<file path="src/temp_monitor_pkg.sv">
// package of constants and types for the temperature monitor status and mask registers
// Contract
// - mask bit 3 blocks channel 4 overtemp output
// - mask bit 0 blocks channel 1 overtemp output
// - alert bit 6 set: local above limit
// - alert bit n-1 set: remote n above limit
// - overtemp bit 0 set: channel 1 above limit
// - overtemp bit 3 set: channel 4 above limit
// - fault bit n set: diode open or shorted
// - fault bits 5,6 read 0 then 1
// - mask and status registers reset to zero
// - alert status read clears, sets next conversion
// - alert output follows flags, cleared by read/response
// - overtemp read clears flags, not the output
// - overtemp condition ends below limit minus 4C
package temp_monitor_pkg;
	// ****************************************************************
	// register addresses
	// ****************************************************************
	localparam logic [7:0] ADDR_MASK_CFG = 8'h43;
	localparam logic [7:0] ADDR_ALERT_ST = 8'h44;
	localparam logic [7:0] ADDR_OVT_ST = 8'h45;
	localparam logic [7:0] ADDR_FAULT_ST = 8'h46;
	// ****************************************************************
	// field positions and reset values
	// ****************************************************************
	localparam int CH1_MASK_BIT = 0;
	localparam int CH4_MASK_BIT = 3;
	localparam int LOCAL_ALERT_BIT = 6;
	localparam int CH1_OVT_BIT = 0;
	localparam int CH4_OVT_BIT = 3;
	localparam logic [7:0] MASK_WRITABLE = 8'h09;
	localparam logic [7:0] FAULT_FILLER = 8'h60;
	localparam logic [7:0] REG_RESET = 8'h00;
	localparam logic [7:0] HYST_DEG_C = 8'h04;
	localparam int NUM_REMOTE = 4;
	// one finished conversion result for one channel (0 local, 1..4 remote)
	typedef struct packed {
		logic valid;
		logic [2:0] chan;
		logic [7:0] temp;
		logic [7:0] alert_limit;
		logic [7:0] ovt_limit;
		logic diode_fault;
	} conv_result_t;
	// register port request
	typedef struct packed {
		logic wr;
		logic rd;
		logic [7:0] addr;
		logic [7:0] wdata;
	} reg_req_t;
endpackage

</file>
<file path="src/temp_monitor_status_mask_regs.sv">
// status and overtemperature mask register group
`timescale 1ns/1ps
module temp_monitor_status_mask_regs import temp_monitor_pkg::*; (
	// clock, reset, enable
	input wire logic i_clk_sys,
	input wire logic i_rst_n,
	input wire logic i_clk_en,
	// conversion engine result
	input wire conv_result_t i_conv,
	// register access from bus interface
	input wire reg_req_t i_req,
	input wire logic i_alert_response,
	output logic [7:0] o_rdata,
	// outputs
	output logic o_alert,
	output logic o_overtemp_shutdown_line
);
	logic [7:0] overtemp_mask_config;
	logic [7:0] alert_status;
	logic [7:0] overtemp_status;
	logic [7:0] diode_fault_status;
	logic por_done;
	logic alert_line;
	logic [NUM_REMOTE:1] ovt_cond;
	logic [8:0] lim_minus_hyst;
	logic conv_above_alert;
	logic conv_above_ovt;
	logic rd_alert;
	logic rd_ovt;

	// ****************************************************************
	// comparisons on a finished conversion
	// ****************************************************************
	assign conv_above_alert = i_conv.valid && (i_conv.temp > i_conv.alert_limit);
	assign conv_above_ovt = i_conv.valid && (i_conv.temp > i_conv.ovt_limit);
	assign lim_minus_hyst = {1'b0, i_conv.ovt_limit} - {1'b0, HYST_DEG_C};
	assign rd_alert = i_req.rd && (i_req.addr == ADDR_ALERT_ST);
	assign rd_ovt = i_req.rd && (i_req.addr == ADDR_OVT_ST);

	// mask register, only two bits exist
	always_ff @(posedge i_clk_sys) begin
		if (!i_rst_n) begin
			overtemp_mask_config <= REG_RESET;
		end else if (i_clk_en && i_req.wr && i_req.addr == ADDR_MASK_CFG) begin
			overtemp_mask_config <= i_req.wdata & MASK_WRITABLE;
		end
	end

	// alert flags: new set beats the read clear so no event is lost
	always_ff @(posedge i_clk_sys) begin
		if (!i_rst_n) begin
			alert_status <= REG_RESET;
		end else if (i_clk_en) begin
			for (int b = 0; b < 8; b++) begin
				if (conv_above_alert && i_conv.chan == 3'd0 && b == LOCAL_ALERT_BIT) begin
					alert_status[b] <= 1'b1;
				end else if (conv_above_alert && i_conv.chan != 3'd0 &&
					i_conv.chan <= 3'(NUM_REMOTE) && b == int'(i_conv.chan) - 1) begin
					alert_status[b] <= 1'b1;
				end else if (rd_alert) begin
					alert_status[b] <= 1'b0;
				end
			end
		end
	end

	// alert line: raised with a new flag, dropped by read or alert response
	always_ff @(posedge i_clk_sys) begin
		if (!i_rst_n) begin
			alert_line <= 1'b0;
		end else if (i_clk_en) begin
			if (conv_above_alert) begin
				alert_line <= 1'b1;
			end else if (rd_alert || i_alert_response) begin
				alert_line <= 1'b0;
			end
		end
	end
	assign o_alert = alert_line;

	// overtemp condition with hysteresis, per remote channel
	genvar g;
	generate
		for (g = 1; g <= NUM_REMOTE; g++) begin : g_ovt
			always_ff @(posedge i_clk_sys) begin
				if (!i_rst_n) begin
					ovt_cond[g] <= 1'b0;
				end else if (i_clk_en && i_conv.valid && i_conv.chan == 3'(g)) begin
					if (conv_above_ovt) begin
						ovt_cond[g] <= 1'b1;
					end else if (lim_minus_hyst[8] ||
						{1'b0, i_conv.temp} < lim_minus_hyst) begin
						ovt_cond[g] <= 1'b0;
					end
				end
			end
		end
	endgenerate

	// overtemp flags: only channels 1 and 4 have them, read clears
	always_ff @(posedge i_clk_sys) begin
		if (!i_rst_n) begin
			overtemp_status <= REG_RESET;
		end else if (i_clk_en) begin
			if (conv_above_ovt && i_conv.chan == 3'd1) begin
				overtemp_status[CH1_OVT_BIT] <= 1'b1;
			end else if (rd_ovt) begin
				overtemp_status[CH1_OVT_BIT] <= 1'b0;
			end
			if (conv_above_ovt && i_conv.chan == 3'd4) begin
				overtemp_status[CH4_OVT_BIT] <= 1'b1;
			end else if (rd_ovt) begin
				overtemp_status[CH4_OVT_BIT] <= 1'b0;
			end
		end
	end

	// shutdown line follows the hysteresis condition, not the flags,
	// so a status read cannot release it
	always_ff @(posedge i_clk_sys) begin
		if (!i_rst_n) begin
			o_overtemp_shutdown_line <= 1'b0;
		end else if (i_clk_en) begin
			o_overtemp_shutdown_line <=
				(ovt_cond[1] && !overtemp_mask_config[CH1_MASK_BIT]) ||
				(ovt_cond[4] && !overtemp_mask_config[CH4_MASK_BIT]);
		end
	end

	// diode fault bits follow the latest conversion of each remote channel
	always_ff @(posedge i_clk_sys) begin
		if (!i_rst_n) begin
			diode_fault_status <= REG_RESET;
			por_done <= 1'b0;
		end else if (i_clk_en) begin
			por_done <= 1'b1;
			if (i_conv.valid && i_conv.chan != 3'd0 && i_conv.chan <= 3'(NUM_REMOTE)) begin
				diode_fault_status[i_conv.chan] <= i_conv.diode_fault;
			end
		end
	end

	// read data register
	always_ff @(posedge i_clk_sys) begin
		if (!i_rst_n) begin
			o_rdata <= REG_RESET;
		end else if (i_clk_en && i_req.rd) begin
			unique case (i_req.addr)
				ADDR_MASK_CFG: o_rdata <= overtemp_mask_config;
				ADDR_ALERT_ST: o_rdata <= alert_status;
				ADDR_OVT_ST: o_rdata <= overtemp_status;
				ADDR_FAULT_ST: o_rdata <= (diode_fault_status & 8'h1E) |
					(por_done ? FAULT_FILLER : REG_RESET);
				default: o_rdata <= REG_RESET;
			endcase
		end
	end
endmodule

</file>
<file path="config.mk">
export PLATFORM = sky130hd
export DESIGN_NAME = temp_monitor_status_mask_regs
export DESIGN_NICKNAME = d
export VERILOG_FILES = /design/src/temp_monitor_pkg.sv /design/src/temp_monitor_status_mask_regs.sv
export SDC_FILE = /design/constraint.sdc
export NUM_CORES = 1
export LEC_CHECK = 0
export CAP_MARGIN = 15
export CORE_MARGIN = 1
export CORE_UTILIZATION = 45
export DETAILED_ROUTE_END_ITERATION = 12
export DONT_BUFFER_PORTS = 1
export PLACE_DENSITY_LB_ADDON = 0.2
export SYNTH_ARGS = -nofsm -noshare
export SYNTH_HDL_FRONTEND = slang
export SYNTH_SLANG_ARGS = --single-unit
</file>
<file path="constraint.sdc">
create_clock -name i_clk_sys -period 6.2 [get_ports i_clk_sys]
set_input_delay 1.24 -clock i_clk_sys [delete_from_list [all_inputs] [get_ports i_clk_sys]]
set_output_delay 1.24 -clock i_clk_sys [all_outputs]
set_load 0.005 [all_outputs]
</file>
==> metrics.csv <==
metric,value,unit
cp_cell_sequence,"or3_4, nor3_1, xnor2_1, ha_1, a21oi_1, a21oi_1, o31ai_1, a21boi_1",
fp.coreArea,4120,um2
final.period_utilization,44.0,%
p_leak,0.891,nW
finalClockSkew,7.72,ps
cts_hold_buf,0,
hold_start,alert_status[3],
setup_viol,0,
finalWorstSetupSlack,3470,ps
hpwl,3280,um
finalSetupTns,0,ps
slew_headroom,75.8,%
clkPwrFrac,48.6,%
whs_path_depth,1,
critPathMaxFanout,4,
yosys_warnings,0,
worstHoldPathType,reg2reg,
num_io_pins,61,
synthesis.nets,299,
drive_gt1_share,8.89,%
min_period,2730,ps
fp.dieW,68.5,um
drt-vias-per-instance,5.77,
wl_per_cell,15.3,um
cts_resized,0,
rsz0062_at_grt,false,
syn_inst,222,
cts_tree,yes,
die_y,68.5,um
pre_cts_slack,3180,ps
powerDensity,224,nW/um2
switching_share,22.4,%
hold_viol_final,0,
slew_violations,0,
h-tree-depth,2,
start_util,48.4,%
rr_endpoint,o_rdata[3],
via_count,1586,
slowest_delay,390,ps
startpoint_type,input port,
cpMostUsedCell,a21oi_1,
async_flop_share,0,%
power_frac_comb,12.4,%
drt_wl_total,4220,um
path_clk_slew,70,ps
crit_required,6370,ps
grt_pass1_vias,1579,
cap_violations,0,
postCtsSetupBuffers,0,
die_area,4690,um2
synth_edf_count,0,
path_class,in2reg,
grt_pass1_wl,6950,um
multiInputGateArea,1300,um2
drc,0,
ant_nets,0,
status,"complete, no violations",
place.gp.congestion,0.740,
hold_end,alert_status[3],
peakVddDrop,145,uV
grt_max_degree,25,
syn_area,1990,um2
cts_made_buffers,5,
fmax,366,MHz
ys_seq_area_share,29.2,%
ff2ff_path_depth,5,
cp_slowest_cell,or3_4,
fp-row-count,23,
ys_ff_latch,29,
drtIter0Drc,61,
clockBufferDepth,2,
nFillCells,391,
synth_cell_type_count,44,
worst_slew_pin_slew,363,ps
dr.pass1.iters,4,
cts_root_buf,clkbuf_8,
avgSynthCellArea,8.97,um2
grt_usage,20.2,%
pwr-share-seq,39.1,%
antenna_found_initial,0,
regArea,581,um2
grt-ovfl-total,0,
p_int,0.376,mW
cp-end-kind,register,
cts_sinks,29,
clk_latency,290,ps
reg2reg_slack,5190,ps
cp.arrival,2900,ps
port_buffers,0,
yosys_most_used_dff,dfxtp_1,
n_antenna_cell,0,
r2r-start,diode_fault_status[3],
switching_power,0.109,mW
fin_nets,301,
area_delta_synth_final,8.74,%
==> critical path: cells and delay by family <==
kind | cells | cell delay [ps]
xor+xnor | 1 | 170
fa+ha+maj | 1 | 280
compound gates | 4 | 570
simple gates | 2 | 630
==> worst max path at each step <==
stage | startpoint | end | cells past startpoint
floorplan | i_conv[5] | ovt_cond[4] | 8
global placement | i_conv[5] | ovt_cond[4] | 8
detailed placement | i_conv[5] | ovt_cond[4] | 8
CTS | i_conv[5] | ovt_cond[4] | 8
finish | i_conv[5] | ovt_cond[4] | 8
global route | i_conv[5] | ovt_cond[4] | 8
==> synthesized netlist by cell type, types with 4 or more instances <==
| cell type | count | area share, % |
|---|---|---|
| nor2b_1 | 17 | 5.3 |
| o21ai_0 | 7 | 1.8 |
| and3_1 | 5 | 1.6 |
| a22oi_1 | 9 | 3.4 |
| inv_1 | 23 | 4.3 |
| nor2_1 | 8 | 1.5 |
| mux2_2 | 4 | 2.3 |
| nand4_1 | 6 | 1.9 |
| nand2_1 | 12 | 2.3 |
| a21boi_0 | 5 | 1.9 |
| xnor2_1 | 4 | 1.8 |
| nand3_1 | 7 | 1.8 |
| dfxtp_1 | 29 | 29 |
| ha_1 | 26 | 16 |
| a21oi_1 | 9 | 2.3 |
| mux2i_1 | 5 | 2.5 |
| a32o_1 | 9 | 4.5 |
==> logic make-up (layout without fill, tap and decap cells) <==
logic type	count (synthesis)	in the layout	share of synthesized area [%]
multiplexers	9	9	4.78
AO/OA/AOI/OAI	58	58	22.2
AND/OR/NAND/NOR	68	68	20.2
adder cells (fa/ha/maj)	26	26	16.3
XOR/XNOR	4	4	1.76
flip-flops	29	29	29.2
buffers and inverters	28	31	5.47
==> layout make-up <==
type | instances | area share, %
Clock buffer | 5 | 3.18
Multi-Input combinational cell | 165 | 60.1
Inverter | 23 | 3.99
Clock inverter | 3 | 3.01
Sequential cell | 29 | 26.8
Tap cell | 50 | 2.89
==> power by group through the flow <==
| stage | Sequential [mW] | Combinational, mW | Clock [mW] |
|---|---|---|---|
| 2_1_floorplan | 0.194 | 0.0525 | 0 |
| 3_3_place_gp | 0.194 | 0.0592 | 0 |
| 3_5_place_dp | 0.194 | 0.0599 | 0 |
| 4_1_cts | 0.190 | 0.0604 | 0.240 |
| 5_1_grt | 0.190 | 0.0695 | 0.250 |
| 6_report | 0.190 | 0.0600 | 0.236 |
==> per-stage QoR <==
step,utilization [%],area (um2),hold WS [ps],instances,power (mW)
2_1_floorplan,-,1990,438,222,0.246
3_3_place_gp,49.3,2030,450,267,0.253
3_5_place_dp,49.3,2030,453,267,0.254
4_1_cts,52.6,2160,470,275,0.490
5_1_grt,52.6,2160,497,275,0.510
6_report,52.6,2160,464,275,0.485
==> layer usage <==
metal | GRT usage [%] | share of wire, % | up-vias
met1 | 25.5 | 47 | 731
met2 | 32.7 | 47 | 31
met3 | 6.41 | 5.6 | 2
li1 | - | - | 822
met4 | 5.47 | 0.57 | 0
met5 | 0 | 0 | -
==> layout by cell type (no fill, tap or decap), drive strengths merged, types with 2 or more instances in the layout <==
| cell | n |
|---|---|
| a32o | 9 |
| mux2 | 4 |
| inv | 23 |
| and2 | 2 |
| o21a | 2 |
| nand4 | 6 |
| nor2b | 17 |
| nand2 | 12 |
| clkbuf | 5 |
| a22oi | 9 |
| and3 | 5 |
| nor2 | 9 |
| nand3 | 7 |
| xnor2 | 4 |
| nor3 | 3 |
| a21oi | 9 |
| o21ai | 7 |
| o31ai | 2 |
| dfxtp | 29 |
| o211ai | 2 |
| a21boi | 8 |
| bufinv | 2 |
| ha | 26 |
| mux2i | 5 |
==> flip-flops by register name, summed over array words and instances, names as in the netlist <==
| register | flops |
|---|---|
| alert_status | 8 |
| o_rdata | 8 |
| diode_fault_status | 4 |
| overtemp_mask_config | 2 |
| overtemp_status | 2 |
| ovt_cond | 2 |
| o_alert | 1 |
| o_overtemp_shutdown_line | 1 |
| por_done | 1 |
(Power assumes the default switching activity.)
